===== config.mk =====
export PLATFORM = sky130hd
export DESIGN_NAME = capture_compare_control
export DESIGN_NICKNAME = d
export VERILOG_FILES = /design/src/common/cc_pkg.sv /design/src/rtl/capture_qualifier.sv /design/src/rtl/capture_compare_control.sv
export SDC_FILE = /design/constraint.sdc
export NUM_CORES = 1
export LEC_CHECK = 0
export ABC_AREA = 1
export BUFFER_PORTS_ARGS = -buffer_cell sky130_fd_sc_hd__buf_2
export CORE_ASPECT_RATIO = 0.7
export CORE_MARGIN = 5
export CORE_UTILIZATION = 30
export CTS_CLUSTER_DIAMETER = 30
export DETAILED_ROUTE_END_ITERATION = 8
export GPL_TIMING_DRIVEN = 0
export HOLD_SLACK_MARGIN = 0.03
export MAX_ROUTING_LAYER = met4
export PLACE_DENSITY_LB_ADDON = 0.25
export SKIP_CTS_REPAIR_TIMING = 1
export SLEW_MARGIN = 20
export SYNTH_ARGS = -nofsm -noshare
export SYNTH_HDL_FRONTEND = slang
export SYNTH_SLANG_ARGS = --single-unit

===== constraint.sdc =====
create_clock -name mclk -period 1.9 [get_ports mclk]
set_input_delay 0.19 -clock mclk [delete_from_list [all_inputs] [get_ports mclk]]
set_output_delay 0.19 -clock mclk [all_outputs]
set_load 0.01 [all_outputs]

===== src/common/cc_pkg.sv =====
// shared constants, types and helpers for the capture/compare channel
package cc_pkg;

  // ****************************************
  // register map (byte addresses)
  // ****************************************
  localparam logic [7:0] ADDR_CONTROL = 8'h00; // channel_control
  localparam logic [7:0] ADDR_RESULT_LOW = 8'h04; // result_low
  localparam logic [7:0] ADDR_RESULT_HIGH = 8'h08; // result_high
  localparam logic [7:0] ADDR_STATUS = 8'h0C; // sticky events, read clears
  localparam logic [7:0] ADDR_MASK = 8'h10; // interrupt mask

  // ****************************************
  // reset values and field layout
  // ****************************************
  localparam logic [7:0] CONTROL_RESET = 8'h00;
  localparam logic [7:0] CONTROL_WMASK = 8'h3F; // bits 7-6 unimplemented
  localparam logic [15:0] RESULT_RESET = 16'h0000;
  localparam logic [9:0] DUTY_RESET = 10'h000;
  localparam int STATUS_WIDTH = 2;
  localparam int ST_CHANNEL = 0; // channel_irq_flag
  localparam int ST_SPECIAL = 1; // special event trigger seen
  localparam logic [1:0] STATUS_RESET = 2'h0;
  localparam logic [1:0] MASK_RESET = 2'h0;

  // ****************************************
  // function_select codes
  // ****************************************
  localparam logic [3:0] FS_OFF = 4'h0;
  localparam logic [3:0] FS_CAP_FALL = 4'h4;
  localparam logic [3:0] FS_CAP_RISE = 4'h5;
  localparam logic [3:0] FS_CAP_4TH = 4'h6;
  localparam logic [3:0] FS_CAP_16TH = 4'h7;
  localparam logic [3:0] FS_CMP_SET = 4'h8;
  localparam logic [3:0] FS_CMP_CLR = 4'h9;
  localparam logic [3:0] FS_CMP_SWI = 4'hA;
  localparam logic [3:0] FS_CMP_SPECIAL = 4'hB;

  // ****************************************
  // prescaler counts (reset value and last count before a strobe)
  // ****************************************
  localparam logic [3:0] PRESCALE_RESET = 4'h0;
  localparam logic [3:0] PRESCALE_4_LAST = 4'h3;
  localparam logic [3:0] PRESCALE_16_LAST = 4'hF;

  // ****************************************
  // carriers
  // ****************************************
  typedef struct packed {
    logic [1:0] unused; // reads zero
    logic duty_low_bit1;
    logic duty_low_bit0;
    logic [3:0] function_select;
  } control_t;

  typedef struct packed {
    logic [15:0] first_timer; // shared capture/compare time base
    logic [9:0] pwm_base; // second_timer with its 2 fine bits
    logic period_end; // pulse: second_timer reached its period
  } timebase_t;

  // ****************************************
  // mode decoding
  // ****************************************
  function automatic logic is_capture(input logic [3:0] fs);
    return fs[3:2] == 2'b01;
  endfunction

  function automatic logic is_compare(input logic [3:0] fs);
    return fs[3:2] == 2'b10;
  endfunction

  function automatic logic is_pwm(input logic [3:0] fs);
    return fs[3:2] == 2'b11;
  endfunction

endpackage


===== src/rtl/capture_qualifier.sv =====
// pin synchroniser, edge detection and capture prescaler
`timescale 1ns/1ns
module capture_qualifier (
  // clock and reset
  input logic mclk,
  input logic reset,
  input logic ce,
  // pin and mode
  input logic channel_pin,
  input logic [3:0] function_select,
  // qualified event
  output logic capture_strobe
);

  // ****************************************
  // state
  // ****************************************
  logic sync1_r; // first synchroniser stage, read by sync2 only
  logic sync2_r;
  logic prev_r; // last synchronised level
  logic [3:0] count_r; // edge prescaler
  logic strobe_r;
  logic sync1_nxt, sync2_nxt, prev_nxt, strobe_nxt;
  logic [3:0] count_nxt;
  logic rise, fall;
  logic [3:0] last;

  // next-state logic
  always_comb begin
    sync1_nxt = channel_pin;
    sync2_nxt = sync1_r;
    prev_nxt = sync2_r;
    rise = sync2_r & ~prev_r;
    fall = ~sync2_r & prev_r;
    count_nxt = count_r;
    strobe_nxt = 1'b0;
    last = (function_select == cc_pkg::FS_CAP_4TH) ?
      cc_pkg::PRESCALE_4_LAST : cc_pkg::PRESCALE_16_LAST;
    case (function_select)
      cc_pkg::FS_CAP_FALL: begin
        strobe_nxt = fall;
      end
      cc_pkg::FS_CAP_RISE: begin
        strobe_nxt = rise;
      end
      cc_pkg::FS_CAP_4TH, cc_pkg::FS_CAP_16TH: begin
        // count not cleared on prescaler switch: may fire early
        if (rise) begin
          if (count_r >= last) begin
            count_nxt = cc_pkg::PRESCALE_RESET;
            strobe_nxt = 1'b1;
          end else begin
            count_nxt = count_r + 4'h1;
          end
        end
      end
      default: begin
        count_nxt = cc_pkg::PRESCALE_RESET;
      end
    endcase
  end

  // registers
  always_ff @(posedge mclk or posedge reset) begin
    if (reset) begin
      sync1_r <= 1'b0;
      sync2_r <= 1'b0;
      prev_r <= 1'b0;
      count_r <= cc_pkg::PRESCALE_RESET;
      strobe_r <= 1'b0;
    end else if (ce) begin
      sync1_r <= sync1_nxt;
      sync2_r <= sync2_nxt;
      prev_r <= prev_nxt;
      count_r <= count_nxt;
      strobe_r <= strobe_nxt;
    end
  end

  assign capture_strobe = strobe_r;
endmodule


===== src/rtl/capture_compare_control.sv =====
// capture/compare/pwm channel with wishbone registers
// ****************************************
// ****************************************
//
// The register addresses and the Wishbone slave port were chosen for this implementation.
`timescale 1ns/1ns
module capture_compare_control (
  // clock, reset, enable
  input logic mclk,
  input logic reset,
  input logic ce,
  // wishbone classic slave
  input logic wb_cyc_i,
  input logic wb_stb_i,
  input logic wb_we_i,
  input logic [3:0] wb_sel_i,
  input logic [7:0] wb_adr_i,
  input logic [31:0] wb_dat_i,
  output logic [31:0] wb_dat_o,
  output logic wb_ack_o,
  // shared timers
  input cc_pkg::timebase_t timebase,
  input logic adc_enable,
  // channel pin
  input logic channel_pin_in,
  output logic channel_pin_out,
  output logic channel_pin_oe,
  // system outputs
  output logic first_timer_reset,
  output logic adc_start,
  output logic irq
);

  // ****************************************
  // registers and next values
  // ****************************************
  cc_pkg::control_t control_r, control_nxt; // channel_control
  logic [15:0] result_r, result_nxt; // result_high:result_low
  logic [9:0] duty_latch_r, duty_latch_nxt; // pwm double buffer
  logic [1:0] status_r, status_nxt; // sticky events
  logic [1:0] mask_r, mask_nxt; // interrupt mask
  logic match_prev_r, match_prev_nxt; // last compare result
  logic ack_r, ack_nxt;
  logic [31:0] dat_r, dat_nxt;
  logic irq_r, irq_nxt;
  logic pin_out_r, pin_out_nxt; // compare/pwm output latch
  logic pin_oe_r, pin_oe_nxt;
  logic tmr_reset_r, tmr_reset_nxt;
  logic adc_start_r, adc_start_nxt;

  // ****************************************
  // decode
  // ****************************************
  logic req; // new request this cycle
  logic wr; // write to lane 0
  logic rd; // read
  logic [3:0] fs; // current function_select
  logic match; // first_timer equals result
  logic match_edge; // first cycle of a match
  logic cap_strobe; // qualified capture event
  logic [1:0] set_ev; // events this cycle
  logic [9:0] duty_new; // duty value from registers

  assign req = wb_cyc_i & wb_stb_i & ~ack_r;
  assign wr = req & wb_we_i & wb_sel_i[0];
  assign rd = req & ~wb_we_i;
  assign fs = control_r.function_select;
  assign match = timebase.first_timer == result_r;
  assign match_edge = match & ~match_prev_r & cc_pkg::is_compare(fs);
  assign duty_new = {result_r[7:0], control_r.duty_low_bit1,
                     control_r.duty_low_bit0};

  // pin edges and prescaler; pin is sampled whatever its direction
  capture_qualifier u_qualifier (
    .mclk(mclk),
    .reset(reset),
    .ce(ce),
    .channel_pin(channel_pin_in),
    .function_select(fs),
    .capture_strobe(cap_strobe)
  );

  // ****************************************
  // next-state logic
  // ****************************************
  always_comb begin
    control_nxt = control_r;
    result_nxt = result_r;
    duty_latch_nxt = duty_latch_r;
    mask_nxt = mask_r;
    pin_out_nxt = pin_out_r;
    match_prev_nxt = match;
    set_ev = 2'b00;
    tmr_reset_nxt = 1'b0;
    adc_start_nxt = 1'b0;
    ack_nxt = req;
    dat_nxt = 32'h0000_0000;

    // bus reads
    if (rd) begin
      case (wb_adr_i)
        cc_pkg::ADDR_CONTROL: begin
          dat_nxt[7:0] = control_r & cc_pkg::CONTROL_WMASK;
        end
        cc_pkg::ADDR_RESULT_LOW: begin
          dat_nxt[7:0] = result_r[7:0];
        end
        cc_pkg::ADDR_RESULT_HIGH: begin
          // pwm shows latched duty bits, else the stored value
          dat_nxt[7:0] = cc_pkg::is_pwm(fs) ? duty_latch_r[9:2] :
                         result_r[15:8];
        end
        cc_pkg::ADDR_STATUS: begin
          dat_nxt[1:0] = status_r;
        end
        cc_pkg::ADDR_MASK: begin
          dat_nxt[1:0] = mask_r;
        end
        default: begin
          dat_nxt = 32'h0000_0000; // unmapped reads zero
        end
      endcase
    end

    // compare actions
    if (match_edge) begin
      set_ev[cc_pkg::ST_CHANNEL] = 1'b1;
      case (fs)
        cc_pkg::FS_CMP_SET: begin
          pin_out_nxt = 1'b1;
        end
        cc_pkg::FS_CMP_CLR: begin
          pin_out_nxt = 1'b0;
        end
        cc_pkg::FS_CMP_SPECIAL: begin
          set_ev[cc_pkg::ST_SPECIAL] = 1'b1;
          tmr_reset_nxt = 1'b1;
          adc_start_nxt = adc_enable;
        end
        default: begin
          pin_out_nxt = pin_out_r;
        end
      endcase
    end

    // pwm: period start latches duty and sets pin unless duty is zero; match clears
    if (cc_pkg::is_pwm(fs)) begin
      if (timebase.period_end) begin
        duty_latch_nxt = duty_new;
        pin_out_nxt = duty_new != 10'h000;
      end else if (timebase.pwm_base == duty_latch_r) begin
        pin_out_nxt = 1'b0;
      end
    end

    // bus writes
    if (wr) begin
      case (wb_adr_i)
        cc_pkg::ADDR_CONTROL: begin
          control_nxt = wb_dat_i[7:0] & cc_pkg::CONTROL_WMASK;
          if (wb_dat_i[3:0] == cc_pkg::FS_OFF) begin
            pin_out_nxt = 1'b0;
            duty_latch_nxt = cc_pkg::DUTY_RESET;
          end
        end
        cc_pkg::ADDR_RESULT_LOW: begin
          result_nxt[7:0] = wb_dat_i[7:0];
        end
        cc_pkg::ADDR_RESULT_HIGH: begin
          if (!cc_pkg::is_pwm(fs)) begin
            result_nxt[15:8] = wb_dat_i[7:0];
          end
        end
        cc_pkg::ADDR_MASK: begin
          mask_nxt = wb_dat_i[1:0];
        end
        default: begin
          mask_nxt = mask_r; // unmapped writes ignored
        end
      endcase
    end

    // capture overwrites any older value, even unread
    if (cap_strobe && cc_pkg::is_capture(fs)) begin
      result_nxt = timebase.first_timer;
      set_ev[cc_pkg::ST_CHANNEL] = 1'b1;
    end

    // sticky status: read clears, a new event wins
    status_nxt = status_r;
    if (rd && wb_adr_i == cc_pkg::ADDR_STATUS) begin
      status_nxt = cc_pkg::STATUS_RESET;
    end
    status_nxt = status_nxt | set_ev;

    // pin drive only in set/clear compare and pwm
    pin_oe_nxt = (control_nxt.function_select == cc_pkg::FS_CMP_SET) ||
                 (control_nxt.function_select == cc_pkg::FS_CMP_CLR) ||
                 cc_pkg::is_pwm(control_nxt.function_select);
    irq_nxt = |(status_nxt & mask_nxt);
  end

  // ****************************************
  // registers
  // ****************************************
  always_ff @(posedge mclk or posedge reset) begin
    if (reset) begin
      control_r <= cc_pkg::CONTROL_RESET;
      result_r <= cc_pkg::RESULT_RESET;
      duty_latch_r <= cc_pkg::DUTY_RESET;
      status_r <= cc_pkg::STATUS_RESET;
      mask_r <= cc_pkg::MASK_RESET;
      match_prev_r <= 1'b0;
      ack_r <= 1'b0;
      dat_r <= 32'h0000_0000;
      irq_r <= 1'b0;
      pin_out_r <= 1'b0;
      pin_oe_r <= 1'b0;
      tmr_reset_r <= 1'b0;
      adc_start_r <= 1'b0;
    end else if (ce) begin
      control_r <= control_nxt;
      result_r <= result_nxt;
      duty_latch_r <= duty_latch_nxt;
      status_r <= status_nxt;
      mask_r <= mask_nxt;
      match_prev_r <= match_prev_nxt;
      ack_r <= ack_nxt;
      dat_r <= dat_nxt;
      irq_r <= irq_nxt;
      pin_out_r <= pin_out_nxt;
      pin_oe_r <= pin_oe_nxt;
      tmr_reset_r <= tmr_reset_nxt;
      adc_start_r <= adc_start_nxt;
    end
  end

  // outputs straight from flip-flops
  assign wb_ack_o = ack_r;
  assign wb_dat_o = dat_r;
  assign irq = irq_r;
  assign channel_pin_out = pin_out_r;
  assign channel_pin_oe = pin_oe_r;
  assign first_timer_reset = tmr_reset_r;
  assign adc_start = adc_start_r;

  logic wr_ctrl;
  assign wr_ctrl = ce && wr && wb_adr_i == cc_pkg::ADDR_CONTROL;
endmodule


==> results.json <==
{
  "die-height_um": 104,
  "r2r_setup_slack_ps": -40,
  "yosys.area_share.simple_pct": 27.3,
  "grt_pass1_vias": 3415,
  "clock_sinks": 59,
  "rows": 34,
  "syn_to_final_growth_pct": 28.2,
  "fin_crit_ps": 1940,
  "place_ws_ps": -197,
  "setup_violations": 3,
  "rr_worst_depth": 8,
  "power.density_nw_per_um2": 921,
  "busiest_layer": "met1",
  "n_fill_cell": 1326,
  "postSynthAreaPerCell_um2": 7.31,
  "overflow": 0,
  "dpl.hpwl_um": 9390,
  "drt-initial-drc-count": 371,
  "synth_warnings": 0,
  "fmax_ghz": 0.515,
  "wl_um": 12000,
  "met2_usage_pct": 22.2,
  "crit_path_max_fanout": 5,
  "worstSkewPairLatency_ps": 330,
  "drv_cap": 0,
  "final_antenna_net_count": 0,
  "outcome": "complete, but fails checks",
  "portBuffers": 64,
  "holdWs_ps": 69.0,
  "drc_errors": 0,
  "yosys_most_used_dff": "dfrtp_1",
  "hold_viol_final": 0,
  "grt_max_degree": 39,
  "synth_cell_types": 41,
  "final_common_cell": "nand2_1",
  "post_drt_via_cell_ratio": 4.55,
  "pin_count": 117,
  "fin_skew_ps": 8.08,
  "grtUsageMet1_pct": 24.9,
  "crit_chain": "nor2_4 > inv_4 > nor3_4 > buf_4 > ha_1 > a31oi_4 > nand3_4 > o31ai_2",
  "first_pass_iters": 4,
  "clk_path_buf_depth": 2,
  "synth_adder_area_share_pct": 1.00,
  "start_util_pct": 30.4,
  "antenna_found_initial": 1,
  "critical_path_class": "flip-flop to flip-flop",
  "syn-cell-area_um2": 3750,
  "violations": "negative setup slack",
  "grt_setup_unrepaired": "yes",
  "synth-seq-area-share_pct": 39.4,
  "muxShareOfSynthArea_pct": 0.600,
  "fin_nets": 701,
  "clk_pin_slew_ps": 50,
  "crit_buf_inv": 2,
  "synth-edff-count": 0,
  "synthTopCellsByArea": "dfrtp_1 39%, nand2_1 14%, inv_1 6.5%, o21ai_0 6.0%, buf_4 5.0%",
  "cp.arrival_ps": 2180,
  "final_cell_mix": "135 x nand2_1, 67 x buf_2, 63 x inv_1",
  "synthCells": 513,
  "tightest_slew_ps": 553,
  "vdd_ir_drop_max_mv": 0.503,
  "cp-end-kind": "flip-flop",
  "synth_compound_area_share_pct": 16.0,
  "routedWlPerCell_um": 15.3,
  "cp_top_family": "simple AND/OR/NAND/NOR gates",
  "post-route-util_pct": 39.0,
  "min-delay-start": "channel_pin_in",
  "start_kind": "flip-flop",
  "grt.met3_usage_pct": 4.24,
  "drv_slew": 0,
  "slowest_delay_ps": 460,
  "synthArstFlopShare_pct": 100,
  "core_um2": 12300,
  "hp-class": "input pin to flip-flop",
  "routabilityCongestion": 0.928,
  "post-route-period-util_pct": 102,
  "p_leak_nw": 2.56,
  "r2r_start": "fs[3]",
  "grt_pass1_wl_um": 18400,
  "cts_max_level": 3,
  "grt_use_total_pct": 16.7,
  "r2r_end": "u_qualifier.count_r[0]",
  "holdPathStages": 3,
  "dieWidth_um": 144,
  "drive_above_1_share_pct": 25.0,
  "synth_xor_area_share_pct": 2.33,
  "cpMaxStageDelayCell": "dfrtp_2",
  "vias": 3578,
  "seqCellArea_um2": 1480,
  "synth_seq_cells": 59,
  "cp.required_ps": 2140,
  "synth_top_family_by_area": "simple AND/OR/NAND/NOR gates",
  "clock-root-buffer": "clkbuf_16",
  "setup_ws_ps": -43.6,
  "dieArea_um2": 14900,
  "cts_tree": "done",
  "cts_buffers": 9,
  "synth_top_cell_by_area": "dfrtp_1",
  "yosysTopAreaCellShare_pct": 39.4,
  "hold-path-endpoint": "u_qualifier.sync1_r",
  "slew_headroom_pct": 63.2,
  "multi_input_area_um2": 1960
}
sequential cells by signal, summed over array words and instances, names as in the netlist, 2 cells and up:
name and count:
duty_latch_r 10, status_r 2, control_r 2, fs 4, u_qualifier.count_r 4, mask_r 2, wb_dat_o 8, result_r 16
cell usage after synthesis, types with 8 or more instances:
cell type / number
nand3_1: 17
nor2_1: 50
a21oi_1: 15
xor2_1: 8
inv_1: 65
o21ai_0: 45
nor3_1: 12
buf_4: 25
a211oi_1: 8
dfrtp_1: 59
nand2_1: 135
metrics by stage:
step                power [mW]  cell area (um2)  TNS [ps]  std cells
finish                    4.43             4810     -75.1        787
global route              4.71             4810      -661        787
CTS                       4.43             4660      -831        779
detailed placement        2.90             4380      -793        763
global placement          2.88             4360    -38130        762
floorplan                 2.48             3840         0        536
report_power, final:
part | leakage (nW) | switching [mW] | internal, mW
sequential | 0.705 | 0.295 | 1.51
clock | 0.137 | 0.559 | 0.949
combinational | 1.72 | 0.689 | 0.430
total | 2.56 | 1.54 | 2.89
per-layer routing:
layer	up-vias	wire, um	share of wire (%)
met5	-	0	0
met4	0	148	1.2
met3	12	879	7.3
met2	111	4850	40
met1	1618	6120	51
li1	1837	-	-
worst min-delay path, stage by stage:
cell	delay [ps]
buf_2	80
nand2_1	40
nand2_1	60
final cells by class:
cell class / count / share of cell area, %
diodes: 1 / 0.0520
plain buffers: 35 / 5.10
clock buffers: 14 / 5.49
clock inverters: 2 / 0.208
inverters: 68 / 5.41
multi-input cells: 375 / 40.7
flip-flops and latches: 59 / 30.7
well taps: 162 / 4.21
repair buffers: 71 / 8.06
worst max-delay path by stage:
stage | end | from | slack [ps] | depth (start not counted)
after floorplan | u_qualifier.capture_strobe | fs[3] | 110 | 9
after global placement | result_r[12] | reset | -640 | 2
after detailed placement | u_qualifier.capture_strobe | fs[3] | -200 | 9
after CTS | u_qualifier.capture_strobe | fs[3] | -200 | 9
after global routing | u_qualifier.count_r[0] | fs[3] | -150 | 8
final | u_qualifier.count_r[0] | fs[3] | -40 | 8
kinds of logic (layout without fill, tap and decap cells):
family,after synthesis,count (layout)
AOI/OAI and AO/OA,98,98
xor gates and xnor gates,10,10
adders and majority gates,3,3
buffers and inverters,103,190
DFF,59,59
muxes,2,2
other,1,25
and+or+nand+nor,237,238
Note: power is estimated with default switching activity, not from simulation.
